--- src/verilog/cmo_consts.svh ---
// constants for the cache maintenance ordering unit
`ifndef CMO_CONSTS_SVH
`define CMO_CONSTS_SVH
`define CMO_OP_W          4
`define CMO_LEAF_CACHE    32'h8000001D
`define CMO_LEAF_TOPO     32'h8000001E
`define CMO_TYPE_UC       3'h0
`define CMO_TYPE_WC       3'h1
`define CMO_CTYPE_LSB     0
`define CMO_CTYPE_W       5
`define CMO_LINE_LSB      6
`endif

--- src/verilog/cmo_pkg.sv ---
// types shared by the maintenance unit files
package cmo_pkg;
	typedef enum logic [3:0] {
		CMO_OP_NONE       = 4'h0,
		CMO_OP_PREF_READ  = 4'h1,
		CMO_OP_PREF_WRITE = 4'h2,
		CMO_OP_STORE_FENCE_OP  = 4'h3,
		CMO_OP_LOAD_FENCE_OP  = 4'h4,
		CMO_OP_FULL_FENCE = 4'h5,
		CMO_OP_LINE_FLUSH = 4'h6,
		CMO_OP_WB_INV_ALL = 4'h7,
		CMO_OP_INV_ALL    = 4'h8,
		CMO_OP_SERIALIZE  = 4'h9,
		CMO_OP_IDENT      = 4'hA
	} cmo_op_t;
	typedef enum logic [6:0] {
		CMO_ST_IDLE  = 7'b0000001,
		CMO_ST_DRAIN = 7'b0000010,
		CMO_ST_LOOK  = 7'b0000100,
		CMO_ST_WBACK = 7'b0001000,
		CMO_ST_INVAL = 7'b0010000,
		CMO_ST_EXT   = 7'b0100000,
		CMO_ST_DONE  = 7'b1000000
	} cmo_state_t;
endpackage

--- src/verilog/cmo_ident_if.sv ---
// query carrier between sequencer and identification table
`timescale 1ns/1ps
interface cmo_ident_if;
	logic [31:0] leaf;
	logic [31:0] subleaf;
	logic [31:0] res_a;
	logic [31:0] res_b;
	logic [31:0] res_c;
	modport seq (output leaf, output subleaf, input res_a, input res_b, input res_c);
	modport tbl (input leaf, input subleaf, output res_a, output res_b, output res_c);
endinterface

--- src/verilog/cmo_ident.sv ---
// identification table for cache and processor topology leaves
`timescale 1ns/1ps
`include "cmo_consts.svh"
module cmo_ident
	import cmo_pkg::*;
#(
	parameter int          LEVELS  = 3,
	parameter logic [31:0] CTRL_ID = 32'h00000000,
	parameter logic [31:0] UNIT_ID = 32'h00000100,
	parameter logic [31:0] NODE_ID = 32'h00000000
) (
	cmo_ident_if.tbl q
);
	always_comb begin
		q.res_a = 32'h00000000;
		q.res_b = 32'h00000000;
		q.res_c = 32'h00000000;
		if (q.leaf == `CMO_LEAF_CACHE) begin
			if (q.subleaf < 32'(LEVELS)) begin
				q.res_a[`CMO_CTYPE_LSB +: `CMO_CTYPE_W] = (q.subleaf == 32'h0) ? 5'h1 : 5'h3;
				q.res_a[7:5] = 3'(q.subleaf + 32'h1);
			end
		end else if (q.leaf == `CMO_LEAF_TOPO) begin
			q.res_a = CTRL_ID;
			q.res_b = UNIT_ID;
			q.res_c = NODE_ID;
		end
	end
endmodule

--- src/verilog/cmo_unit.sv ---
// cache maintenance and ordering sequencer
// Notes on behaviour
// - write-intent preload may install the line modified; hints never change results
// - store fence: older stores reach memory before younger stores show
// - load fence: older loads complete before younger loads read memory
// - full fence: all older loads and stores complete before younger ones
// - line flush looks up the address and invalidates the whole hit line
// - modified or owned line is written back before invalidation
// - line flush reaches all levels, done only when invalid everywhere; UC/WC type retires with no invalidate or external cycle
// - uncacheable or write-combining type skips the cache lookup sweep
// - write-combining buffer covering the address is drained during flush
// - whole writeback: write back all dirty lines, then invalidate all
// - whole writeback sends external writeback-invalidate bus cycle
// - invalidate-only marks all lines invalid without writeback
// - invalidate-only sends external invalidate bus cycle
// - serializing op retires with all earlier ones before next fetch
// - retired means executed, registers updated, memory done, buffers drained
// - listed instruction classes are treated as serializing
// - cache leaf gives one level per subleaf, zero type ends the list
// - topology leaf gives controller id, unit and node identifiers
`timescale 1ns/1ps
`include "cmo_consts.svh"
module cmo_unit
	import cmo_pkg::*;
#(
	parameter int ADDR_W = 48
) (
	input  wire logic              clk_sys,
	input  wire logic              rst_n,
	input  wire logic              op_valid,
	input  wire logic [3:0]        op_code,
	input  wire logic [ADDR_W-1:0] op_addr,
	input  wire logic [2:0]        op_mem_type,
	input  wire logic [31:0]       op_leaf,
	input  wire logic [31:0]       op_subleaf,
	output logic                   op_ready,
	output logic                   retire,
	output logic [31:0]            first_result_register,
	output logic [31:0]            second_result_register,
	output logic [31:0]            third_result_register,
	output logic                   hold_fetch,
	output logic                   hold_loads,
	output logic                   hold_stores,
	input  wire logic              loads_idle,
	input  wire logic              stores_idle,
	input  wire logic              wbuf_empty,
	output logic                   pref_req,
	output logic                   pref_modified,
	output logic [ADDR_W-1:0]      cache_addr,
	output logic                   lookup_req,
	input  wire logic              lookup_done,
	input  wire logic              lookup_hit,
	input  wire logic              lookup_dirty,
	output logic                   wc_drain_req,
	input  wire logic              wc_drain_done,
	output logic                   wback_req,
	output logic                   wback_all,
	input  wire logic              wback_done,
	output logic                   inval_req,
	output logic                   inval_all,
	input  wire logic              inval_done,
	output logic                   ext_req,
	output logic [1:0]             ext_kind,
	input  wire logic              ext_ack
);
	cmo_state_t        state, next_state;
	cmo_op_t           op, next_op;
	logic [ADDR_W-1:0] next_cache_addr;
	logic              next_op_ready, next_retire, next_hold_fetch;
	logic              next_hold_loads, next_hold_stores, next_pref_req, next_pref_modified;
	logic              next_lookup_req, next_wc_drain_req, next_wback_req, next_wback_all;
	logic              next_inval_req, next_inval_all, next_ext_req;
	logic [1:0]        next_ext_kind;
	logic [31:0]       next_ra, next_rb, next_rc;
	logic              wc_pend, next_wc_pend;
	logic              quiet;
	cmo_ident_if       iq ();

	assign iq.leaf    = op_leaf;
	assign iq.subleaf = op_subleaf;
	cmo_ident u_ident (
		.q (iq.tbl)
	);

	// external bus-cycle kinds
	localparam logic [1:0] EXT_WBINV = 2'h1;
	localparam logic [1:0] EXT_INV   = 2'h2;

	////////////////////////////////////////////////////////////////////////
	// drain condition shared by fences and serialization
	always_comb begin
		case (op)
			CMO_OP_STORE_FENCE_OP:  quiet = stores_idle;
			CMO_OP_LOAD_FENCE_OP:  quiet = loads_idle;
			CMO_OP_FULL_FENCE: quiet = loads_idle & stores_idle & wbuf_empty;
			default:           quiet = loads_idle & stores_idle & wbuf_empty;
		endcase
	end

	////////////////////////////////////////////////////////////////////////
	always_comb begin
		next_state         = state;
		next_op            = op;
		next_cache_addr    = cache_addr;
		next_op_ready      = 1'b0;
		next_retire        = 1'b0;
		next_hold_fetch    = hold_fetch;
		next_hold_loads    = hold_loads;
		next_hold_stores   = hold_stores;
		next_pref_req      = 1'b0;
		next_pref_modified = 1'b0;
		next_lookup_req    = 1'b0;
		next_wc_drain_req  = wc_drain_req;
		next_wc_pend       = wc_pend;
		next_wback_req     = wback_req;
		next_wback_all     = wback_all;
		next_inval_req     = inval_req;
		next_inval_all     = inval_all;
		next_ext_req       = ext_req;
		next_ext_kind      = ext_kind;
		next_ra            = first_result_register;
		next_rb            = second_result_register;
		next_rc            = third_result_register;
		case (state)
			CMO_ST_IDLE: begin
				next_op_ready = 1'b1;
				if (op_valid && op_ready) begin
					next_op_ready   = 1'b0;
					next_op         = cmo_op_t'(op_code);
					next_cache_addr = op_addr;
					next_state      = CMO_ST_DRAIN;
					case (cmo_op_t'(op_code))
						CMO_OP_PREF_READ, CMO_OP_PREF_WRITE: begin
							// hints only start a preload; no result depends on them
							next_pref_req      = 1'b1;
							next_pref_modified = (cmo_op_t'(op_code) == CMO_OP_PREF_WRITE);
							next_state         = CMO_ST_DONE;
						end
						CMO_OP_STORE_FENCE_OP:  next_hold_stores = 1'b1;
						CMO_OP_LOAD_FENCE_OP:  next_hold_loads = 1'b1;
						CMO_OP_LINE_FLUSH: begin
							next_hold_fetch = 1'b1;
						end
						CMO_OP_IDENT: begin
							next_ra = iq.res_a;
							next_rb = iq.res_b;
							next_rc = iq.res_c;
							next_hold_fetch  = 1'b1;
							next_hold_loads  = 1'b1;
							next_hold_stores = 1'b1;
						end
						default: begin
							// full fence, whole-cache ops and other serializers
							next_hold_fetch  = 1'b1;
							next_hold_loads  = 1'b1;
							next_hold_stores = 1'b1;
						end
					endcase
				end
			end
			CMO_ST_DRAIN: begin
				// nothing below starts until older traffic has settled
				if (quiet) begin
					case (op)
						CMO_OP_LINE_FLUSH: begin
							next_wc_drain_req = 1'b1;
							next_wc_pend      = 1'b1;
							if (op_mem_type == `CMO_TYPE_UC || op_mem_type == `CMO_TYPE_WC)
								next_state = CMO_ST_DONE;
							else begin
								next_lookup_req = 1'b1;
								next_state      = CMO_ST_LOOK;
							end
						end
						CMO_OP_WB_INV_ALL: begin
							next_wback_req = 1'b1;
							next_wback_all = 1'b1;
							next_state     = CMO_ST_WBACK;
						end
						CMO_OP_INV_ALL: begin
							next_inval_req = 1'b1;
							next_inval_all = 1'b1;
							next_state     = CMO_ST_INVAL;
						end
						default: next_state = CMO_ST_DONE;
					endcase
				end
			end
			CMO_ST_LOOK: begin
				if (lookup_done) begin
					if (lookup_hit && lookup_dirty) begin
						next_wback_req = 1'b1;
						next_state     = CMO_ST_WBACK;
					end else if (lookup_hit) begin
						next_inval_req = 1'b1;
						next_state     = CMO_ST_INVAL;
					end else begin
						// a miss here still has to be probed outward
						next_ext_req  = 1'b1;
						next_ext_kind = EXT_INV;
						next_state    = CMO_ST_EXT;
					end
				end
			end
			CMO_ST_WBACK: begin
				if (wback_done) begin
					next_wback_req = 1'b0;
					next_inval_req = 1'b1;
					// a whole-cache writeback carries its all-lines scope into the invalidate
					next_inval_all = wback_all;
					next_state     = CMO_ST_INVAL;
				end
			end
			CMO_ST_INVAL: begin
				if (inval_done) begin
					next_inval_req = 1'b0;
					next_ext_req   = 1'b1;
					next_ext_kind  = (op == CMO_OP_WB_INV_ALL) ? EXT_WBINV : EXT_INV;
					next_state     = CMO_ST_EXT;
				end
			end
			CMO_ST_EXT: begin
				// outer caches must confirm before the op may retire
				if (ext_ack) begin
					next_ext_req  = 1'b0;
					next_ext_kind = 2'h0;
					next_state    = CMO_ST_DONE;
				end
			end
			CMO_ST_DONE: begin
				if (wc_drain_done)
					next_wc_drain_req = 1'b0;
				// retirement waits for the write-combining drain too
				if (!wc_pend || wc_drain_done) begin
					next_wc_pend     = 1'b0;
					next_wc_drain_req = 1'b0;
					next_wback_all   = 1'b0;
					next_inval_all   = 1'b0;
					next_retire      = 1'b1;
					next_hold_fetch  = 1'b0;
					next_hold_loads  = 1'b0;
					next_hold_stores = 1'b0;
					next_op          = CMO_OP_NONE;
					next_state       = CMO_ST_IDLE;
				end
			end
			default: next_state = CMO_ST_IDLE;
		endcase
	end

	////////////////////////////////////////////////////////////////////////
	always_ff @(posedge clk_sys) begin
		if (!rst_n) begin
			state                  <= CMO_ST_IDLE;
			op                     <= CMO_OP_NONE;
			cache_addr             <= '0;
			op_ready               <= 1'b0;
			retire                 <= 1'b0;
			hold_fetch             <= 1'b0;
			hold_loads             <= 1'b0;
			hold_stores            <= 1'b0;
			pref_req               <= 1'b0;
			pref_modified          <= 1'b0;
			lookup_req             <= 1'b0;
			wc_drain_req           <= 1'b0;
			wc_pend                <= 1'b0;
			wback_req              <= 1'b0;
			wback_all              <= 1'b0;
			inval_req              <= 1'b0;
			inval_all              <= 1'b0;
			ext_req                <= 1'b0;
			ext_kind               <= 2'h0;
			first_result_register  <= 32'h00000000;
			second_result_register <= 32'h00000000;
			third_result_register  <= 32'h00000000;
		end else begin
			state                  <= next_state;
			op                     <= next_op;
			cache_addr             <= next_cache_addr;
			op_ready               <= next_op_ready;
			retire                 <= next_retire;
			hold_fetch             <= next_hold_fetch;
			hold_loads             <= next_hold_loads;
			hold_stores            <= next_hold_stores;
			pref_req               <= next_pref_req;
			pref_modified          <= next_pref_modified;
			lookup_req             <= next_lookup_req;
			wc_drain_req           <= next_wc_drain_req;
			wc_pend                <= next_wc_pend;
			wback_req              <= next_wback_req;
			wback_all              <= next_wback_all;
			inval_req              <= next_inval_req;
			inval_all              <= next_inval_all;
			ext_req                <= next_ext_req;
			ext_kind               <= next_ext_kind;
			first_result_register  <= next_ra;
			second_result_register <= next_rb;
			third_result_register  <= next_rc;
		end
	end
endmodule
--- config.mk ---
export PLATFORM = sky130hd
export DESIGN_NAME = cmo_unit
export DESIGN_NICKNAME = d
export VERILOG_FILES = /design/src/verilog/cmo_pkg.sv /design/src/verilog/cmo_ident_if.sv /design/src/verilog/cmo_ident.sv /design/src/verilog/cmo_unit.sv
export VERILOG_INCLUDE_DIRS = /design/src /design/src/verilog
export SDC_FILE = /design/constraint.sdc
export NUM_CORES = 1
export LEC_CHECK = 0
export BUFFER_PORTS_ARGS = -buffer_cell sky130_fd_sc_hd__buf_2
export CORE_MARGIN = 5
export CORE_UTILIZATION = 35
export CTS_CLUSTER_DIAMETER = 120
export DETAILED_ROUTE_END_ITERATION = 7
export GPL_TIMING_DRIVEN = 1
export PLACE_DENSITY = 0.79
export SYNTH_ARGS = -nofsm -noshare
export SYNTH_HDL_FRONTEND = slang
export SYNTH_SLANG_ARGS = --single-unit
--- constraint.sdc ---
create_clock -name clk_sys -period 2.15 [get_ports clk_sys]
set_input_delay 0.43 -clock clk_sys [delete_from_list [all_inputs] [get_ports clk_sys]]
set_output_delay 0.43 -clock clk_sys [all_outputs]
set_load 0.01 [all_outputs]
==> metrics.md <==
| Metric | Value |
|---|---|
| Core ar. | 11960 um^2 |
| Worst Max-Slew Pin Slew | 528.2 ps |
| Hold WC Path Type | in2reg |
| Final Wtd Congestion | 0.8535 |
| CTS tree | built |
| CP Launch Type | register |
| Register area share after synthesis | 38.06% |
| Power, Total | 4.508 mW |
| Slowest CP cell | or4b_2 |
| Worst R2R Path Depth | 6 |
| Vias in the first global route | 3794 |
| Post-Syn Instances | 538 |
| Die area | 14480 um^2 |
| HPWL after detailed placement | 9859 um |
| Slew margin rel. | 64.46% |
| Register area | 1622 um^2 |
| CP top delay family | compound AO/OA/AOI/OAI gates |
| Synthesized area | 4260 um^2 |
| Critical path endpoint category | register |
| Nets | 879 |
| Via count | 4124 |
| Slew Viols, Final | 0 |
| Worst setup endpoint | state[2] |
| Outcome | finished clean |
| Worst stage delay on the critical path | 690 ps |
| Chip height | 120.3 um |
| Iteration-0 DRC Markers | 151 |
| Yosys warning total | 0 |
| # rows | 40 |
| RSZ-0062 raised after global routing | true |
| H-tree Lvls | 3 |
| Cell chain of the critical path | or4b_2, a21boi_2, o31a_1, buf_4, nand3b_1, a21oi_1 |
| Tmin final | 2117 ps |
| Starting Density | 35.62% |
| 1st-pass router iterations | 4 |
| Worst Skew | 4.081 ps |
| Clock root cell | clkbuf_16 |
| P_leak | 2.610 nW |
| Global-route usage over all layers | 16.00% |
| WL per Instance | 13.77 um |
| Critical path data required time | 2400 ps |
| Final Hold Fails | 0 |
| FMAX | 0.4725 GHz |
| PortBufs | 200 |
| EDFF count, synth | 0 |
| Multi-input gate area | 2160 um^2 |
| Drt total wl | 12340 um |
| Post-layout util | 45.85% |
| Total CTS buffers | 9 |
| Synth area leader | dfxtp_1 |
| #FFs+latches synth | 81 |
| Period Utilization, post-route | 98.44% |
| Number of clock sinks | 81 |
| Number of antenna violations at the first check in global routing | 0 |
| Async SR Flop Fraction | 0% |
| Synth area leaders | dfxtp_1 38%, buf_4 16%, nand2_1 10% |
| Largest net degree at the start of global routing | 42 |
| Layout cells sized above 1 | 34.85% |
| Synth top area share | 38.06% |
| Worst-path clk slew | 60 ps |
| Area grow syn2layout | 28.72% |
| Antenna cells | 0 |
| Routed Antenna Nets | 0 |
| Drt via density | 4.603 |
| Count of cell types in the netlist | 57 |
| FILL cells | 1243 |
| Critical Path Stages | 6 |
| Fin worst setup slack | 33.46 ps |
| Maximum fanout along the worst path | 7 |
| Global-route wire length before repair | 18600 um |
| Max Cap Viol | 0 |
| Worst Path Buf+Inv | 1 |
| RR Endpoint | state[2] |
| Worst Setup Path Type | reg2reg |
| Top_reg_cell synth | dfxtp_1 |
| Setup crit start | op[3] |
| Total gr overflow | 0 |
| R2R Setup Slk | 30 ps |
| Reg2reg start | op[3] |
| Worst vdd ir | 0.3382 mV |
| Worst EP arrival | 2370 ps |
| Longest Clk Path Bufs | 2 |
| Pre-CTS setup slack | 111.2 ps |
| Syn avg cell area | 7.919 um^2 |
| P per Cell Area | 822.0 nW/um^2 |
| I/O pins | 292 |
| Chip width | 120.3 um |
| Number of remaining DRC errors | 0 |
| Clock Latency Late Sink | 330 ps |
| Final Setup Violations | 0 |
-- Yosys cell counts, types with 2 or more instances --
| master | instances |
|---|---|
| buf_6 | 4 |
| o21ai_1 | 2 |
| or3b_2 | 2 |
| a21oi_1 | 61 |
| nand4_1 | 7 |
| xor2_1 | 2 |
| clkbuf_1 | 22 |
| and3_1 | 3 |
| nand2_1 | 113 |
| nand4b_1 | 4 |
| mux2i_1 | 3 |
| a22oi_1 | 2 |
| nor3b_1 | 7 |
| ha_1 | 2 |
| nor4_1 | 15 |
| or3_1 | 4 |
| xnor2_1 | 3 |
| a31oi_1 | 2 |
| nand3_1 | 6 |
| nor3_1 | 13 |
| nor2_1 | 31 |
| or4b_2 | 2 |
| o221a_2 | 2 |
| o21ai_0 | 7 |
| nand2b_1 | 3 |
| inv_1 | 8 |
| nor4b_1 | 3 |
| dfxtp_1 | 81 |
| o31ai_1 | 2 |
| a22oi_2 | 2 |
| o211ai_1 | 4 |
| nand3b_1 | 2 |
| buf_4 | 90 |
-- worst min path at each step --
stage                    from                       end  slack (ps)  depth (start not counted)
6_report        op_subleaf[0]  first_result_register[5]         330                          2
5_1_grt           op_addr[22]            cache_addr[22]         320                          3
3_3_place_gp   cache_addr[28]            cache_addr[28]         430                          2
2_1_floorplan   cache_addr[0]             cache_addr[0]         480                          2
3_5_place_dp   cache_addr[46]            cache_addr[46]         440                          2
4_1_cts         op_subleaf[0]  first_result_register[5]         320                          2
-- placed cells by master (no fill, tap or decap), drive strengths merged, types with 8 or more instances in the layout --
cell type / instances
a21oi: 61
buf: 224
clkbuf: 10
conb: 90
dfxtp: 81
inv: 8
nand2: 113
nor2: 31
nor3: 13
nor4: 16
o21ai: 9
-- metrics by stage --
step           area, um^2  hold WS [ps]  setup TNS, ps  cells
2_1_floorplan        4594         476.1              0    627
6_report             5484         325.3              0    896
3_3_place_gp         5149         434.7              0    879
5_1_grt              5484         319.5         -102.6    896
4_1_cts              5444         315.2              0    894
3_5_place_dp         5149         440.0              0    879
-- area by class of cell --
cell class	count	area share, %
clock inverter	5	1.027
inverter	8	0.5476
timing repair buffer	224	21.77
tap	147	3.354
multi-input combinational	421	39.38
sequential	81	29.57
clock buffer	10	4.358
-- flip-flops by register name (all words and copies together) (netlist names), 2 cells and up --
name / cells
cache_addr: 48
ext_kind: 2
first_result_register: 5
op: 4
state: 7
-- routing by layer --
metal	up-vias	wire, um	track usage (%)
li1	2064	-	-
met1	1837	4814	19.16
met2	204	6092	27.05
met3	19	1179	5.145
met4	0	254	5.524
met5	-	0	0
-- cells by family after synthesis --
kind of cell             Yosys count  synth area share, %
other                              1              0.08802
AO/OA/AOI/OAI                     92                12.60
adder cells (fa/ha/maj)            2               0.5873
buffers and inverters            125                19.68
flip-flops                        81                38.06
XOR/XNOR                           5                1.028
AND/OR/NAND/NOR                  226                26.11
multiplexers                       6                1.850
-- report_power, final --
part / total, mW / internal (mW) / leakage [nW] / switching (mW)
sequential: 1.75 / 1.66 / 0.656 / 0.0894
combinational: 1.23 / 0.498 / 1.81 / 0.733
clock: 1.52 / 0.922 / 0.144 / 0.603
total: 4.51 / 3.08 / 2.61 / 1.43
-- timing repair --
action / in CTS / in global routing
setup buffers: 0 / 2
endpoints found under the hold margin: 0 / 0
resized for setup: 0 / 6
endpoints found under the setup margin: 0 / 4
hold buffers: 0 / 0
Note: power is estimated with default switching activity, not from simulation.
